===== config.mk =====
export PLATFORM = sky130hd
export DESIGN_NAME = spsc_core
export DESIGN_NICKNAME = d
export VERILOG_FILES = /design/src/verilog/spsc_pkg.sv /design/src/verilog/spsc_period_tick.sv /design/src/verilog/spsc_core.sv
export VERILOG_INCLUDE_DIRS = /design/src /design/src/verilog
export SDC_FILE = /design/constraint.sdc
export NUM_CORES = 1
export LEC_CHECK = 0
export ABC_AREA = 1
export BUFFER_PORTS_ARGS = -buffer_cell sky130_fd_sc_hd__clkbuf_2
export CORE_MARGIN = 3
export CORE_UTILIZATION = 55
export CTS_CLUSTER_SIZE = 20
export DETAILED_ROUTE_END_ITERATION = 6
export GPL_TIMING_DRIVEN = 0
export PLACE_DENSITY = 0.77
export SYNTH_ARGS = -nofsm -noshare
export SYNTH_HDL_FRONTEND = slang
export SYNTH_SLANG_ARGS = --single-unit

===== constraint.sdc =====
create_clock -name clk -period 2.9 [get_ports clk]
set_clock_uncertainty 0.15 [all_clocks]
set_input_delay 0.29 -clock clk [delete_from_list [all_inputs] [get_ports clk]]
set_output_delay 0.29 -clock clk [all_outputs]
set_load 0.05 [all_outputs]

===== src/verilog/spsc_defines.svh =====
// Register offsets, field positions, reset values and timing counts of the sleep power switch control
`ifndef SPSC_DEFINES_SVH
`define SPSC_DEFINES_SVH

// Register offsets
`define SPSC_OFS_OSC_CTRL 8'h1C
`define SPSC_OFS_OUT_CTRL 8'h30
`define SPSC_OFS_SLEEP_CTRL 8'h40
`define SPSC_OFS_SWITCH_CTRL 8'h41
`define SPSC_OFS_STATUS 8'h42

// Oscillator control fields
`define SPSC_BIT_SERIAL_PINS_SLEEP_DIS 2

// Output control fields
`define SPSC_BIT_CLKOUT_SLEEP_KEEP 0
`define SPSC_BIT_INT_OUT_A 1
`define SPSC_BIT_INT_OUT_B 2
`define SPSC_BIT_RESET_SLEEP_KEEP 3
`define SPSC_BIT_INT_IN_DIS 4
`define SPSC_BIT_WAKE_IN_SLEEP_DIS 5

// Sleep control fields
`define SPSC_BIT_SLEEP_REQUEST 7
`define SPSC_BIT_SLEEP_RESET_EN 6
`define SPSC_BIT_SLEEP_FLAG 5
`define SPSC_WAIT_LSB 0
`define SPSC_WAIT_W 3

// Switch control fields
`define SPSC_SRC_LSB 0
`define SPSC_SRC_W 3
`define SPSC_BIT_STATIC_LEVEL 5
`define SPSC_BIT_SWITCH_LOCK 6
`define SPSC_BIT_OPEN_DRAIN_SEL 7
`define SPSC_SRC_SLEEP 3'h6
`define SPSC_SRC_STATIC 3'h7

// Status fields
`define SPSC_BIT_WAKE_PIN 0
`define SPSC_BIT_ARMED 1
`define SPSC_STATE_LSB 2

// Reset values
`define SPSC_RST_OSC_CTRL 8'h00
`define SPSC_RST_OUT_CTRL 8'h00
`define SPSC_RST_SLEEP_CTRL 8'h00
`define SPSC_RST_SWITCH_CTRL 8'hC7

// Timing
`define SPSC_CLK_PERIOD_NS 10
`define SPSC_WAIT_PERIOD_MS 8
`define SPSC_TICK_CYCLES ((`SPSC_WAIT_PERIOD_MS * 1000000) / `SPSC_CLK_PERIOD_NS)

`endif


===== src/verilog/spsc_pkg.sv =====
// Types shared by the sleep power switch control
package spsc_pkg;
    typedef enum logic [1:0] {SPSC_RUN, SPSC_SWAIT, SPSC_SLEEP} spsc_state_t;
endpackage


===== src/verilog/spsc_period_tick.sv =====
// Divider that gives a one-cycle pulse once per sleep wait period
`timescale 1ns/1ps
module spsc_period_tick #(
    parameter int unsigned CYCLES = 800000
) (
    // Clock and reset
    input wire logic clk,
    input wire logic rst,
    // Period pulse
    output logic tick
);
    localparam int unsigned CW = $clog2(CYCLES + 1);

    logic [CW-1:0] cnt_r;
    logic [CW-1:0] cnt_nxt;
    logic tick_r;
    logic tick_nxt;

    always_comb
    begin
        tick_nxt = 1'b0;
        cnt_nxt = cnt_r + 1'b1;
        if (cnt_r == CW'(CYCLES - 1))
        begin
            cnt_nxt = '0;
            tick_nxt = 1'b1;
        end
    end

    always_ff @(posedge clk)
    begin
        if (rst)
        begin
            cnt_r <= '0;
            tick_r <= 1'b0;
        end
        else
        begin
            cnt_r <= cnt_nxt;
            tick_r <= tick_nxt;
        end
    end

    assign tick = tick_r;
endmodule // spsc_period_tick


===== src/verilog/spsc_core.sv =====
// Sleep request gating, sleep state machine, power switch source and sleep pin control
// Summary of operation
// - Sleep request refused unless clock halt is clear and a wake source is armed.
// - Armed when alarm interrupt enable or external interrupt enable is set.
// - Countdown timer arms only with both its interrupt and run enables set.
// - Watchdog arms only with nonzero count and steering to interrupt, not reset.
// - Sleep request refused while any interrupt is pending; bit reads zero.
// - Source select 7 (reset value) drives switch from static level, reset zero.
// - Static level cannot be raised to 1 while switch lock is set.
// - Clock/interrupt output disabled in sleep when its keep bit is clear.
// - Reset output disabled in sleep when its keep bit is clear.
// - Wake input disabled in sleep when its disable bit is set.
// - Output control bits 1 and 2 at zero disconnect internal outputs in sleep.
// - Output control bit 4 at one disables an internal input in sleep.
// - Serial pins disabled in sleep when oscillator control bit 2 is set.
// - Sleep-sourced switch held low in run; in sleep released open, or driven high in push-pull.
// - Power-up selects the static level, zero, as switch source (111b; sleep 110b).
// - Sleep reset enable drives reset low in sleep when the reset keep bit is set, released on wake.
// - Software can read the wake input pin level.
// - Entering sleep sets the occurred flag, raises switch when its source is sleep (110b); any interrupt wakes.
// - Wait field N waits N to N+1 periods of 8 ms; zero sleeps at once.
`timescale 1ns/1ps
`include "spsc_defines.svh"
module spsc_core #(
    parameter int unsigned TICK_CYCLES = `SPSC_TICK_CYCLES,
    parameter int unsigned WDOG_W = 5
) (
    // Clock and reset
    input wire logic clk,
    input wire logic rst,
    // Register port
    input wire logic reg_wr,
    input wire logic reg_rd,
    input wire logic [7:0] reg_addr,
    input wire logic [7:0] reg_wdata,
    output logic [7:0] reg_rdata,
    // Wake source enables and interrupt state
    input wire logic alarm_int_enable,
    input wire logic countdown_int_enable,
    input wire logic countdown_run,
    input wire logic ext_int_enable,
    input wire logic [WDOG_W-1:0] watchdog_count,
    input wire logic watchdog_steer,
    input wire logic clock_halt,
    input wire logic irq_pending,
    input wire logic wake_input_pin,
    // Power switch pin
    output logic power_switch_out,
    output logic power_switch_oe,
    // Reset pin
    output logic reset_out_n,
    output logic reset_out_oe,
    // Pin enables for sleep
    output logic clkint_out_enable,
    output logic wake_input_enable,
    output logic serial_pins_enable,
    output logic [1:0] internal_out_connect,
    output logic internal_in_disable,
    // Machine state
    output spsc_pkg::spsc_state_t sleep_state
);
    import spsc_pkg::*;

    // A sized copy of the reset value, so that fields can be selected from it
    localparam logic [7:0] SW_RST = `SPSC_RST_SWITCH_CTRL;

    logic tick;
    logic wake_source_armed;
    logic accept;
    logic sleep_wr;
    logic in_sleep;
    logic sw_level;

    logic [7:0] osc_ctrl_r, osc_ctrl_nxt;
    logic [7:0] out_ctrl_r, out_ctrl_nxt;
    logic sleep_request_r, sleep_request_nxt;
    logic sleep_reset_enable_r, sleep_reset_enable_nxt;
    logic sleep_occurred_flag_r, sleep_occurred_flag_nxt;
    logic [2:0] sleep_wait_periods_r, sleep_wait_periods_nxt;
    logic [2:0] switch_source_select_r, switch_source_select_nxt;
    logic switch_static_level_r, switch_static_level_nxt;
    logic switch_lock_r, switch_lock_nxt;
    logic switch_open_drain_sel_r, switch_open_drain_sel_nxt;
    logic [3:0] wait_cnt_r, wait_cnt_nxt;
    spsc_state_t state_r, state_nxt;
    logic [7:0] rdata_r, rdata_nxt;

    logic psw_out_r, psw_out_nxt;
    logic psw_oe_r, psw_oe_nxt;
    logic rst_n_r, rst_n_nxt;
    logic rst_oe_r, rst_oe_nxt;
    logic clkint_en_r, clkint_en_nxt;
    logic wake_en_r, wake_en_nxt;
    logic serial_en_r, serial_en_nxt;
    logic [1:0] int_conn_r, int_conn_nxt;
    logic int_in_dis_r, int_in_dis_nxt;
    logic level_r, level_nxt;

    spsc_period_tick #(
        .CYCLES(TICK_CYCLES)
    ) u_tick (
        .clk(clk),
        .rst(rst),
        .tick(tick)
    );

    assign wake_source_armed = alarm_int_enable | ext_int_enable
        | (countdown_int_enable & countdown_run)
        | ((watchdog_count != '0) & ~watchdog_steer);
    assign accept = ~clock_halt & wake_source_armed & ~irq_pending;
    assign sleep_wr = reg_wr && (reg_addr == `SPSC_OFS_SLEEP_CTRL);

    // Registers and sleep state machine
    always_comb
    begin
        osc_ctrl_nxt = osc_ctrl_r;
        out_ctrl_nxt = out_ctrl_r;
        sleep_request_nxt = sleep_request_r;
        sleep_reset_enable_nxt = sleep_reset_enable_r;
        sleep_occurred_flag_nxt = sleep_occurred_flag_r;
        sleep_wait_periods_nxt = sleep_wait_periods_r;
        switch_source_select_nxt = switch_source_select_r;
        switch_static_level_nxt = switch_static_level_r;
        switch_lock_nxt = switch_lock_r;
        switch_open_drain_sel_nxt = switch_open_drain_sel_r;
        wait_cnt_nxt = wait_cnt_r;
        state_nxt = state_r;
        rdata_nxt = rdata_r;
        if (reg_wr)
        begin
            case (reg_addr)
                `SPSC_OFS_OSC_CTRL: osc_ctrl_nxt = reg_wdata;
                `SPSC_OFS_OUT_CTRL: out_ctrl_nxt = reg_wdata;
                `SPSC_OFS_SLEEP_CTRL:
                begin
                    sleep_reset_enable_nxt = reg_wdata[`SPSC_BIT_SLEEP_RESET_EN];
                    sleep_wait_periods_nxt = reg_wdata[`SPSC_WAIT_LSB +: `SPSC_WAIT_W];
                    sleep_occurred_flag_nxt = sleep_occurred_flag_r & reg_wdata[`SPSC_BIT_SLEEP_FLAG];
                end
                `SPSC_OFS_SWITCH_CTRL:
                begin
                    switch_source_select_nxt = reg_wdata[`SPSC_SRC_LSB +: `SPSC_SRC_W];
                    switch_lock_nxt = reg_wdata[`SPSC_BIT_SWITCH_LOCK];
                    switch_open_drain_sel_nxt = reg_wdata[`SPSC_BIT_OPEN_DRAIN_SEL];
                    // Raising the static level needs the lock already clear
                    if (!reg_wdata[`SPSC_BIT_STATIC_LEVEL] || !switch_lock_r)
                    begin
                        switch_static_level_nxt = reg_wdata[`SPSC_BIT_STATIC_LEVEL];
                    end
                end
                default: ;
            endcase
        end
        case (state_r)
            SPSC_RUN:
            begin
                if (sleep_wr && reg_wdata[`SPSC_BIT_SLEEP_REQUEST] && accept)
                begin
                    sleep_request_nxt = 1'b1;
                    if (reg_wdata[`SPSC_WAIT_LSB +: `SPSC_WAIT_W] == 3'h0)
                    begin
                        state_nxt = SPSC_SLEEP;
                        sleep_occurred_flag_nxt = 1'b1;
                    end
                    else
                    begin
                        state_nxt = SPSC_SWAIT;
                        // First tick lands anywhere in a period, so count one extra
                        wait_cnt_nxt = {1'b0, reg_wdata[`SPSC_WAIT_LSB +: `SPSC_WAIT_W]} + 4'h1;
                    end
                end
            end
            SPSC_SWAIT:
            begin
                if (irq_pending)
                begin
                    state_nxt = SPSC_RUN;
                    sleep_request_nxt = 1'b0;
                end
                else if (wait_cnt_r == 4'h0)
                begin
                    state_nxt = SPSC_SLEEP;
                    sleep_occurred_flag_nxt = 1'b1;
                end
                else if (tick)
                begin
                    wait_cnt_nxt = wait_cnt_r - 4'h1;
                end
            end
            SPSC_SLEEP:
            begin
                if (irq_pending)
                begin
                    state_nxt = SPSC_RUN;
                    sleep_request_nxt = 1'b0;
                end
            end
            default: state_nxt = SPSC_RUN;
        endcase
        if (reg_rd)
        begin
            case (reg_addr)
                `SPSC_OFS_OSC_CTRL: rdata_nxt = osc_ctrl_r;
                `SPSC_OFS_OUT_CTRL: rdata_nxt = out_ctrl_r;
                `SPSC_OFS_SLEEP_CTRL: rdata_nxt = {sleep_request_r, sleep_reset_enable_r,
                    sleep_occurred_flag_r, 2'h0, sleep_wait_periods_r};
                `SPSC_OFS_SWITCH_CTRL: rdata_nxt = {switch_open_drain_sel_r, switch_lock_r,
                    switch_static_level_r, 2'h0, switch_source_select_r};
                `SPSC_OFS_STATUS: rdata_nxt = {4'h0, state_r, wake_source_armed, wake_input_pin};
                default: rdata_nxt = 8'h00;
            endcase
        end
    end

    always_ff @(posedge clk)
    begin
        if (rst)
        begin
            osc_ctrl_r <= `SPSC_RST_OSC_CTRL;
            out_ctrl_r <= `SPSC_RST_OUT_CTRL;
            sleep_request_r <= 1'b0;
            sleep_reset_enable_r <= 1'b0;
            sleep_occurred_flag_r <= 1'b0;
            sleep_wait_periods_r <= 3'h0;
            switch_source_select_r <= SW_RST[`SPSC_SRC_LSB +: `SPSC_SRC_W];
            switch_static_level_r <= SW_RST[`SPSC_BIT_STATIC_LEVEL];
            switch_lock_r <= SW_RST[`SPSC_BIT_SWITCH_LOCK];
            switch_open_drain_sel_r <= SW_RST[`SPSC_BIT_OPEN_DRAIN_SEL];
            wait_cnt_r <= 4'h0;
            state_r <= SPSC_RUN;
            rdata_r <= 8'h00;
        end
        else
        begin
            osc_ctrl_r <= osc_ctrl_nxt;
            out_ctrl_r <= out_ctrl_nxt;
            sleep_request_r <= sleep_request_nxt;
            sleep_reset_enable_r <= sleep_reset_enable_nxt;
            sleep_occurred_flag_r <= sleep_occurred_flag_nxt;
            sleep_wait_periods_r <= sleep_wait_periods_nxt;
            switch_source_select_r <= switch_source_select_nxt;
            switch_static_level_r <= switch_static_level_nxt;
            switch_lock_r <= switch_lock_nxt;
            switch_open_drain_sel_r <= switch_open_drain_sel_nxt;
            wait_cnt_r <= wait_cnt_nxt;
            state_r <= state_nxt;
            rdata_r <= rdata_nxt;
        end
    end

    assign in_sleep = (state_r == SPSC_SLEEP);
    assign sw_level = (switch_source_select_r == `SPSC_SRC_STATIC) ? switch_static_level_r
        : (switch_source_select_r == `SPSC_SRC_SLEEP) ? in_sleep : 1'b0;

    // Pin drivers
    always_comb
    begin
        level_nxt = sw_level;
        // Open drain pulls low while the level is low and floats while high
        psw_out_nxt = switch_open_drain_sel_r ? 1'b0 : sw_level;
        psw_oe_nxt = switch_open_drain_sel_r ? ~sw_level : 1'b1;
        rst_n_nxt = ~(in_sleep & sleep_reset_enable_r);
        rst_oe_nxt = ~(in_sleep & ~out_ctrl_r[`SPSC_BIT_RESET_SLEEP_KEEP]);
        clkint_en_nxt = ~(in_sleep & ~out_ctrl_r[`SPSC_BIT_CLKOUT_SLEEP_KEEP]);
        wake_en_nxt = ~(in_sleep & out_ctrl_r[`SPSC_BIT_WAKE_IN_SLEEP_DIS]);
        serial_en_nxt = ~(in_sleep & osc_ctrl_r[`SPSC_BIT_SERIAL_PINS_SLEEP_DIS]);
        int_conn_nxt[0] = ~(in_sleep & ~out_ctrl_r[`SPSC_BIT_INT_OUT_A]);
        int_conn_nxt[1] = ~(in_sleep & ~out_ctrl_r[`SPSC_BIT_INT_OUT_B]);
        int_in_dis_nxt = in_sleep & out_ctrl_r[`SPSC_BIT_INT_IN_DIS];
    end

    always_ff @(posedge clk)
    begin
        if (rst)
        begin
            level_r <= 1'b0;
            psw_out_r <= 1'b0;
            psw_oe_r <= 1'b1;
            rst_n_r <= 1'b1;
            rst_oe_r <= 1'b1;
            clkint_en_r <= 1'b1;
            wake_en_r <= 1'b1;
            serial_en_r <= 1'b1;
            int_conn_r <= 2'h3;
            int_in_dis_r <= 1'b0;
        end
        else
        begin
            level_r <= level_nxt;
            psw_out_r <= psw_out_nxt;
            psw_oe_r <= psw_oe_nxt;
            rst_n_r <= rst_n_nxt;
            rst_oe_r <= rst_oe_nxt;
            clkint_en_r <= clkint_en_nxt;
            wake_en_r <= wake_en_nxt;
            serial_en_r <= serial_en_nxt;
            int_conn_r <= int_conn_nxt;
            int_in_dis_r <= int_in_dis_nxt;
        end
    end

    assign reg_rdata = rdata_r;
    assign power_switch_out = psw_out_r;
    assign power_switch_oe = psw_oe_r;
    assign reset_out_n = rst_n_r;
    assign reset_out_oe = rst_oe_r;
    assign clkint_out_enable = clkint_en_r;
    assign wake_input_enable = wake_en_r;
    assign serial_pins_enable = serial_en_r;
    assign internal_out_connect = int_conn_r;
    assign internal_in_disable = int_in_dis_r;
    assign sleep_state = state_r;
endmodule // spsc_core


==> impl_metrics.yaml, run 1 <==
setup_path:
  slowest_stage: "dfxtp_1"
  worstPathArrival_ns: 1.93
  critPathBufInv: 3
  cp.depth: 11
  cp_max_fo: 8
  crit_path_end_kind: "flip-flop"
  cp_cell_sequence: "inv_1, ha_1, inv_2, nor2_4, inv_2, nor2_2, nand2_2, a21oi_4, nand2_2, nor2_1, nor2_1"
  reg2reg_from: "sleep_state[1]"
  crit_path_start: "sleep_state[1]"
  reg2reg_depth: 11
  cpLargestDelayFamily: "simple AND/OR/NAND/NOR gates"
  startpoint_type: "flip-flop"
  max_stage_delay_ns: 0.36
  critPathKind: "flip-flop to flip-flop"
  cp.required_ns: 2.99
synthesis:
  synth_area_per_cell_um2: 7.31
  synth_cell_types: 38
  ys_seq_elements: 73
  syn_inst: 486
  synthesis.nets: 527
  synthArstFlopShare: 0
  synth_flop_cell: "dfxtp_1"
  synth_edf_count: 0
  synth-seq-area-share: 0.411
  yosysWarnings: 0
  synth_area_um2: 3550
floorplan:
  fp.coreArea_um2: 6100
  start_util: 0.583
  die-area_um2: 7460
  die_width_um: 86.4
  die_h_um: 86.4
  ios: 53
  row_count: 28
clocking:
  cts_made_buffers: 9
  clk_path_buf_depth: 2
  h-tree-depth: 3
  cts_root_buffer: "clkbuf_8"
  cts_tree: "yes"
  ctsHoldBuffers: 0
  cts_setup_buffers: 0
  numClockSinks: 73
  clk_latency_ns: 0.35
  cts.repair.resized: 0
  clk_pin_slew_ns: 0.07
hold_path:
  hold_class: "input port to flip-flop"
  min_path_cells: 3
  min-delay-start: "reg_wdata[3]"
timing:
  relSlewSlack: 0.640
  grt_setup_unrepaired: "no"
  setup_viol: 0
  setup_tns_ns: 0
  drv_slew: 0
  timing.fmax_mhz: 544
  min_period_ns: 1.84
  worstMarginPinSlew_ns: 0.540
  hold_viol_final: 0
  post-route-period-util: 0.634
global_routing:
  grt_max_degree: 13
  grt_overflow: 0
  grt_antenna_before_repair: 0
  grt_pass1_vias: 3010
  grt_use_total: 0.230
  grt_pass1_wl_um: 13500
placement:
  detailed_place_hpwl_um: 6240
  place_congestion: 0.907
  port_buffers: 50
cells_and_area:
  fillers: 543
  drive_gt1_frac: 0.216
  n_antenna_cell: 0
  fin_nets: 588
  area_growth_syn_to_layout_pct: 15.5
detailed_routing:
  ant_nets: 0
  via_per_inst: 5.33
  drt_iter0_drc: 249
  first_pass_iters: 5
  wire_per_inst_um: 13.2
  vias: 3338
  drc: 0
  wirelength_um: 8260
power:
  ir_worst_vdd_uv: 387
  power_density_nw_per_um2: 649
  power_mw: 2.66
  p_leak_nw: 1.80
run_status:
  status: "completed"
run:
  maxCapViolations: 0
## cells in the mapped netlist (3+ instances only)
master | n | area, µm²
a21oi_1 | 48 | 240
buf_2 | 3 | 15.0
buf_4 | 3 | 22.5
clkbuf_1 | 3 | 11.3
dfxtp_1 | 73 | 1460
ha_1 | 8 | 100
inv_1 | 53 | 199
inv_2 | 11 | 41.3
nand2_1 | 97 | 364
nand2_2 | 10 | 62.6
nand2_4 | 3 | 33.8
nand3_1 | 26 | 130
nand4_1 | 6 | 37.5
nor2_1 | 50 | 188
nor2_2 | 5 | 31.3
nor2_4 | 7 | 78.8
nor3_1 | 9 | 45.0
o21ai_0 | 35 | 175
or2_2 | 3 | 18.8
xnor2_1 | 4 | 35.0
xor2_1 | 4 | 35.0
## final timing paths
kind,to,slack (ns)
worst max-delay path,wait_cnt_r[1],1.06
worst min-delay path,out_ctrl_r[3],0.03
worst max register to register,wait_cnt_r[1],1.06
worst min register to register,serial_pins_enable,0.27
## worst register-to-register path, stage by stage, from the launching register on
cell and delay [ns]:
dfxtp_1 0.36, inv_1 0.11, ha_1 0.20, inv_2 0.10, nor2_4 0.10, inv_2 0.05
nor2_2 0.13, nand2_2 0.07, a21oi_4 0.22, nand2_2 0.08, nor2_1 0.10, nor2_1 0.06
## flip-flops by register name (all words and copies together), names as in the netlist, 3 cells and up
register,count
wait_cnt_r,4
switch_source_select_r,3
osc_ctrl_r,8
out_ctrl_r,8
reg_rdata,8
sleep_wait_periods_r,3
u_tick.cnt_r,20
## cell families (layout without fill, tap and decap cells)
| logic type | after synthesis | count (layout) | share of synthesized area |
|---|---|---|---|
| XOR/XNOR | 8 | 8 | 0.0197 |
| buffers and inverters | 75 | 140 | 0.0866 |
| flip-flops | 73 | 73 | 0.411 |
| AO/OA/AOI/OAI | 93 | 93 | 0.138 |
| AND/OR/NAND/NOR | 229 | 229 | 0.317 |
| adder cells (fa/ha/maj) | 8 | 8 | 0.0282 |
## power breakdown
part	internal, mW	leakage, nW	switching [mW]
combinational	0.246	1.10	0.456
sequential	1.06	0.591	0.0465
clock	0.476	0.109	0.376
## placed cells by master (no fill, tap or decap), types with 3 or more instances in the layout
cell      synthesis  layout
nor2_4            7       7
or2_2             3       3
nand3_1          26      26
nor2_2            5       5
clkinv_2          0       3
ha_1              8       8
a21oi_1          48      48
xnor2_1           4       4
nor2_1           50      50
buf_2             3       3
nand2_2          10      10
inv_1            53      53
xor2_1            4       4
clkbuf_1          3       3
clkbuf_2          0      50
o21ai_0          35      35
nand2_4           3       3
inv_2            11      11
clkbuf_8          0       9
dfxtp_1          73      73
nand2_1          97      97
nand4_1           6       6
buf_4             3       3
nor3_1            9       9
## layout make-up
class	instances	area, µm²	area share
Clock inverter	6	83.8	0.0204
Sequential cell	73	1460	0.356
Buffer	11	67.6	0.0165
Multi-Input combinational cell	338	1790	0.435
Inverter	64	240	0.0585
Timing Repair Buffer	50	250	0.0609
Clock buffer	9	124	0.0302
Tap cell	75	93.8	0.0229
## through the flow
stage | std cells | utilization | worst slack, ns | instance area [µm²] | hold slack [ns]
after floorplan | 486 | - | 0.906 | 3550 | 0.225
after global placement | 611 | 0.640 | 1.10 | 3900 | 0.245
after detailed placement | 611 | 0.640 | 1.06 | 3900 | 0.252
after CTS | 626 | 0.674 | 1.04 | 4110 | 0.0334
after global routing | 626 | 0.674 | 0.847 | 4110 | 0.0548
final | 626 | 0.674 | 1.06 | 4110 | 0.0332
## per-layer routing
layer	global-route usage	wire (µm)
met1	0.271	3440
met2	0.398	4150
met4	0.0949	244
met3	0.0580	435
met5	0	0
No activity file was read; power rests on OpenSTA's default activity.
==> run 2: changes to the inputs <==
--- a/config.mk
+++ b/config.mk
@@ -6,14 +6,14 @@
 export SDC_FILE = /design/constraint.sdc
 export NUM_CORES = 1
 export LEC_CHECK = 0
-export ABC_AREA = 1
+export ABC_AREA = 0
 export BUFFER_PORTS_ARGS = -buffer_cell sky130_fd_sc_hd__clkbuf_2
 export CORE_MARGIN = 3
 export CORE_UTILIZATION = 55
 export CTS_CLUSTER_SIZE = 20
 export DETAILED_ROUTE_END_ITERATION = 6
 export GPL_TIMING_DRIVEN = 0
-export PLACE_DENSITY = 0.77
+export PLACE_DENSITY = 0.78
 export SYNTH_ARGS = -nofsm -noshare
 export SYNTH_HDL_FRONTEND = slang
 export SYNTH_SLANG_ARGS = --single-unit
==> constraint.sdc (replaced) <==
create_clock -name clk -period 1.9 [get_ports clk]
set_clock_uncertainty 0.15 [all_clocks]
set_input_delay 0.19 -clock clk [delete_from_list [all_inputs] [get_ports clk]]
set_output_delay 0.19 -clock clk [all_outputs]
set_load 0.05 [all_outputs]
==> run 2 against run 1 <==
- area after synthesis is 4.4% lower
- critical path depth shrank 5
- count of clock-buffer cells in the layout increased by 1
- synthesized cell count is 20% lower
- final cell count fell by 13%
- clock power increased by 42%
- cell area increased by 5.2%
- die area is 4.1% lower
- fmax is 2.3% lower
- via count decreased by 3.1%
- worst hold slack worse by 0.024 ns
==> impl_metrics.yaml, run 2 <==
run_status:
  status: "completed"
detailed_routing:
  drc: 0
  wire_per_inst_um: 16.3
  vias: 3235
  drt_iter0_drc: 223
  wirelength_um: 8870
  ant_nets: 0
  via_per_inst: 5.94
  first_pass_iters: 6
hold_path:
  hold_class: "input port to flip-flop"
  min_path_cells: 3
timing:
  post-route-period-util: 0.991
  relSlewSlack: 0.520
  timing.fmax_mhz: 531
  hold_slack_ns: 0.00969
  drv_slew: 0
  hold_viol_final: 0
  grt_setup_unrepaired: "yes"
  worstMarginPinSlew_ns: 0.719
  min_period_ns: 1.88
  setup_viol: 0
cells_and_area:
  top_register: "u_tick.cnt_r"
  layout_common_cells: "dfxtp_1, clkbuf_2, nand2_1, nor2_1"
  fin_cells: 545
  fin_nets: 510
  n_antenna_cell: 0
  area_growth_syn_to_layout_pct: 27.1
  largest_reg_flops: 20
  drive_gt1_frac: 0.298
  layout_commonest_cell: "dfxtp_1"
floorplan:
  fp.coreArea_um2: 5740
  row_count: 27
  ios: 53
  die_h_um: 84.6
  die-area_um2: 7160
  start_util: 0.592
  die_width_um: 84.6
global_routing:
  grt_max_degree: 13
  grt_pass1_wl_um: 14100
  met2_usage: 0.423
  gr-usage-met3: 0.0432
  grt_pass1_vias: 3003
  use_met1: 0.301
  grt_overflow: 0
  grt_antenna_before_repair: 0
  grt_use_total: 0.247
  grt_busiest_layer: "met2"
setup_path:
  cp_cell_sequence: "or4b_4, nor4_4, or2_1, buf_6, clkbuf_16, nor2_1"
  max_stage_delay_ns: 0.53
  startpoint_type: "flip-flop"
  critPathKind: "flip-flop to flip-flop"
  worstPathArrival_ns: 1.97
  cp.required_ns: 1.99
  cp_max_fo: 5
  slowest_stage: "or4b_4"
  crit_path_end_kind: "flip-flop"
  reg2reg_depth: 6
clocking:
  cts_made_buffers: 9
  clk_latency_ns: 0.34
  numClockSinks: 73
  cts_tree: "yes"
  clk_path_buf_depth: 2
  cts_root_buffer: "clkbuf_8"
  clk_pin_slew_ns: 0.08
  h-tree-depth: 3
synthesis:
  ys_top_cells_by_count: "dfxtp_1, nand2_1, nor2_1"
  synth_area_um2: 3400
  synth_top_area_frac: 0.430
  syn_inst: 389
  synth_cell_types: 63
  yosysWarnings: 0
  synth-seq-area-share: 0.430
  yosysMostFrequentCell: "dfxtp_1"
  synth_flop_cell: "dfxtp_1"
  ys_seq_elements: 73
  synthArstFlopShare: 0
  synthTopCellsByArea: "dfxtp_1, nand2_1, nor2_1"
  synth_edf_count: 0
  synth_area_per_cell_um2: 8.73
  synthesis.nets: 430
  yosys.area.top_type: "dfxtp_1"
run:
  maxCapViolations: 0
power:
  ir_worst_vdd_uv: 524
  p_leak_nw: 1.72
  power_density_nw_per_um2: 688
placement:
  dp.cells: 512
  port_buffers: 51
  place_congestion: 0.863
  detailed_place_hpwl_um: 5830
[run 2: cell types whose count changed in the layout (fill, tap and decap cells not counted), sizes merged, moves of 6 or more]
cell / change
nand2: -62
clkbuf: +8
a21oi: -19
dlygate4sd3: +7
nor2: -22
buf: +11
inv: -50
a22oi: +6
o21ai: -29
mux2i: +8
nand2b: +6
xnor2: +7
[run 2: repair_timing]
action,CTS,global route
resized for setup,12,38
buffers inserted,5,6
endpoints found under the hold margin,12,0
pin swaps,5,5
cloned,0,1
setup endpoints to repair,22,23
hold buffers,7,0
[run 2: kinds of logic after synthesis]
logic type      after synthesis  share of synthesized area
buf+inv                      30                     0.0424
compound gates               77                      0.154
flops                        73                      0.430
xor+xnor                     19                     0.0490
fa+ha+maj                     8                     0.0295
mux                          11                     0.0335
simple gates                171                      0.262
[run 2: power by group]
| part | switching [mW] | internal, mW | leakage, nW |
|---|---|---|---|
| Sequential | 0.00990 | 1.53 | 0.597 |
| Clock | 0.579 | 0.634 | 0.102 |
| Combinational | 0.129 | 0.0879 | 1.02 |
| Total | 0.718 | 2.26 | 1.72 |
[run 2: critical path, delay by kind of cell, from the launching register on]
kind,cells,cell delay (ns)
AND/OR/NAND/NOR,4,1.01
flip-flops,1,0.34
buffers and inverters,2,0.28
[run 2: per-stage QoR]
stage	setup slack (ns)	area, µm²	TNS [ns]	total power, mW	utilization
after floorplan	0.0289	3420	0	1.68	-
after global placement	-0.206	3760	-1.86	1.76	0.656
after detailed placement	-0.229	3760	-2.58	1.76	0.656
after CTS	0.00304	4120	0	2.96	0.718
after global routing	-0.0253	4320	-0.189	3.07	0.752
final	0.0180	4320	0	2.97	0.752
[run 2: worst paths after layout]
path | startpoint | to | slack, ns
worst max-delay path | u_tick.cnt_r[16] | u_tick.cnt_r[16] | 0.02
worst min-delay path | reg_wdata[7] | osc_ctrl_r[7] | 0.01
worst max register to register | u_tick.cnt_r[16] | u_tick.cnt_r[16] | 0.02
worst min register to register | out_ctrl_r[5] | wake_input_enable | 0.26
[run 2: layout make-up]
class                      instances  area [µm²]
tap                               72        90.1
buffer                            16        91.3
inverter                          13        48.8
clock inverter                     5        55.1
fill                             431        1420
multi-input combinational        286        1960
timing repair buffer              70         449
sequential                        73        1490
clock buffer                      10         138
[run 2: layer usage]
metal,vias to the layer above,share of wire,wire (µm)
met1,1533,0.41,3650
met3,22,0.067,591
met2,141,0.49,4380
met5,-,0,0
li1,1539,-,-
met4,0,0.028,246
==> run 3: changes to the inputs <==
--- a/config.mk
+++ b/config.mk
@@ -12,7 +12,9 @@
 export CORE_UTILIZATION = 55
 export CTS_CLUSTER_SIZE = 20
 export DETAILED_ROUTE_END_ITERATION = 6
+export GPL_ROUTABILITY_DRIVEN = 1
 export GPL_TIMING_DRIVEN = 0
+export HOLD_SLACK_MARGIN = 0.1
 export PLACE_DENSITY = 0.78
 export SYNTH_ARGS = -nofsm -noshare
 export SYNTH_HDL_FRONTEND = slang
==> run 3 against run 2 <==
- final cell count up 1.5%
- wire length up 0.26%
- highest routed layer unchanged
- critical path depth unchanged
- sequential cell count unchanged
- die area unchanged
- fmax up 0.14%
- count of clock-buffer cells in the layout unchanged
- first-iteration DRC count up 7.6%
- via count up 0.87%
- cell area up 1.6%
- critical endpoint is now u_tick.cnt_r[7]
- clock power about the same
- combinational power up 6%
==> impl_metrics.yaml, run 3 (synthesized netlist as in run 2, its figures left out) <==
run_status:
  status: "completed"
clocking:
  clk_path_buf_depth: 2
  cts_tree: "yes"
  clk_latency_ns: 0.35
  numClockSinks: 73
  cts_made_buffers: 9
  h-tree-depth: 3
  clk_pin_slew_ns: 0.08
  cts_root_buffer: "clkbuf_8"
global_routing:
  grt_max_degree: 13
  grt_antenna_before_repair: 0
  grt_use_total: 0.247
  grt_pass1_wl_um: 14200
  grt_pass1_vias: 3040
  grt_overflow: 0
run:
  maxCapViolations: 0
power:
  ir_worst_vdd_uv: 521
  p_leak_nw: 1.76
  power_density_nw_per_um2: 680
  power_mw: 2.99
cells_and_area:
  area_growth_syn_to_layout_pct: 29.2
  drive_gt1_frac: 0.283
  layout_common_cells: "dfxtp_1, clkbuf_2, nand2_1, nor2_1, a21oi_1"
  largest_reg_flops: 20
  fin_nets: 518
  fillers: 423
  multi_input_area_um2: 1950
  layout_commonest_cell: "dfxtp_1"
  top_register: "u_tick.cnt_r"
  seq_area_um2: 1490
  n_antenna_cell: 0
  fin_cells: 553
setup_path:
  crit_path_end_kind: "flip-flop"
  r2r_setup_slack_ns: 0.02
  cp.required_ns: 1.98
  reg2reg_depth: 6
  reg2reg_to: "u_tick.cnt_r[7]"
  reg2reg_from: "u_tick.cnt_r[8]"
  critPathKind: "flip-flop to flip-flop"
  startpoint_type: "flip-flop"
  worstPathArrival_ns: 1.96
  cp_max_fo: 8
floorplan:
  die_width_um: 84.6
  die_h_um: 84.6
  fp.coreArea_um2: 5740
  row_count: 27
  die-area_um2: 7160
  ios: 53
  start_util: 0.592
timing:
  timing.fmax_mhz: 532
  post-route-period-util: 0.989
  hold_slack_ns: 0.158
  min_period_ns: 1.88
  worstMarginPinSlew_ns: 0.719
  relSlewSlack: 0.520
  setup_viol: 0
  drv_slew: 0
  hold_viol_final: 0
  grt_setup_unrepaired: "yes"
hold_path:
  min_path_cells: 3
  hold_class: "input port to flip-flop"
  min-delay-start: "reg_wdata[1]"
  holdPathEnd: "wait_cnt_r[3]"
detailed_routing:
  wirelength_um: 8900
  vias: 3263
  drc: 0
  via_per_inst: 5.90
  drt_iter0_drc: 240
  ant_nets: 0
  wire_per_inst_um: 16.1
  first_pass_iters: 5
placement:
  port_buffers: 51
  dp.cells: 512
  place_congestion: 0.863
  detailed_place_hpwl_um: 5830
## run 3: stage by stage
step                cell area [µm²]  setup slack, ns  TNS (ns)  utilization
floorplan                      3420           0.0289         0            -
finish                         4390           0.0207         0        0.764
global placement               3760           -0.206     -1.86        0.656
detailed placement             3760           -0.229     -2.58        0.656
CTS                            4200          0.00304         0        0.732
global route                   4390          -0.0434    -0.470        0.764
## run 3: final cells by class
class                   count  area share
multi-input cells         286       0.444
flip-flops and latches     73       0.340
repair buffers             78       0.120
clock buffers              10      0.0314
plain buffers              16      0.0208
well taps                  72      0.0205
clock inverters             5      0.0125
inverters                  13      0.0111
## run 3: repair_timing
action                                  CTS  global route
hold endpoints to repair                 26             0
hold buffers                             15             0
resized for setup                        12            35
pin swaps                                 5             7
setup buffers                             5             6
gates cloned                              0             1
endpoints found under the setup margin   22            24
## run 3: per-layer routing
metal	GRT usage	up-vias	wire length (µm)
li1	-	1559	-
met1	0.308	1546	3730
met2	0.417	141	4420
met3	0.0422	17	554
met4	0.111	0	189
met5	0	-	0
## run 3: how the worst max path moves through the flow
stage | start | endpoint | cells past startpoint
2_1_floorplan | sleep_state[1] | sleep_state[1] | 8
3_3_place_gp | u_tick.cnt_r[0] | u_tick.cnt_r[16] | 6
3_5_place_dp | u_tick.cnt_r[0] | u_tick.cnt_r[14] | 6
4_1_cts | sleep_state[0] | wait_cnt_r[2] | 7
5_1_grt | u_tick.cnt_r[2] | u_tick.cnt_r[7] | 7
6_report | u_tick.cnt_r[8] | u_tick.cnt_r[7] | 6
## run 3: where the power goes
group          total, mW  switching, mW  internal [mW]
clock               1.21          0.579          0.634
sequential          1.54        0.00948           1.53
combinational      0.231          0.132         0.0994
## run 3: worst max-delay path: stages, from the launching register on
cell and delay, ns:
dfxtp_4 0.36, or4b_4 0.52, nor4_4 0.27, or2_1 0.15, buf_6 0.13, buf_12 0.13
a21oi_1 0.05
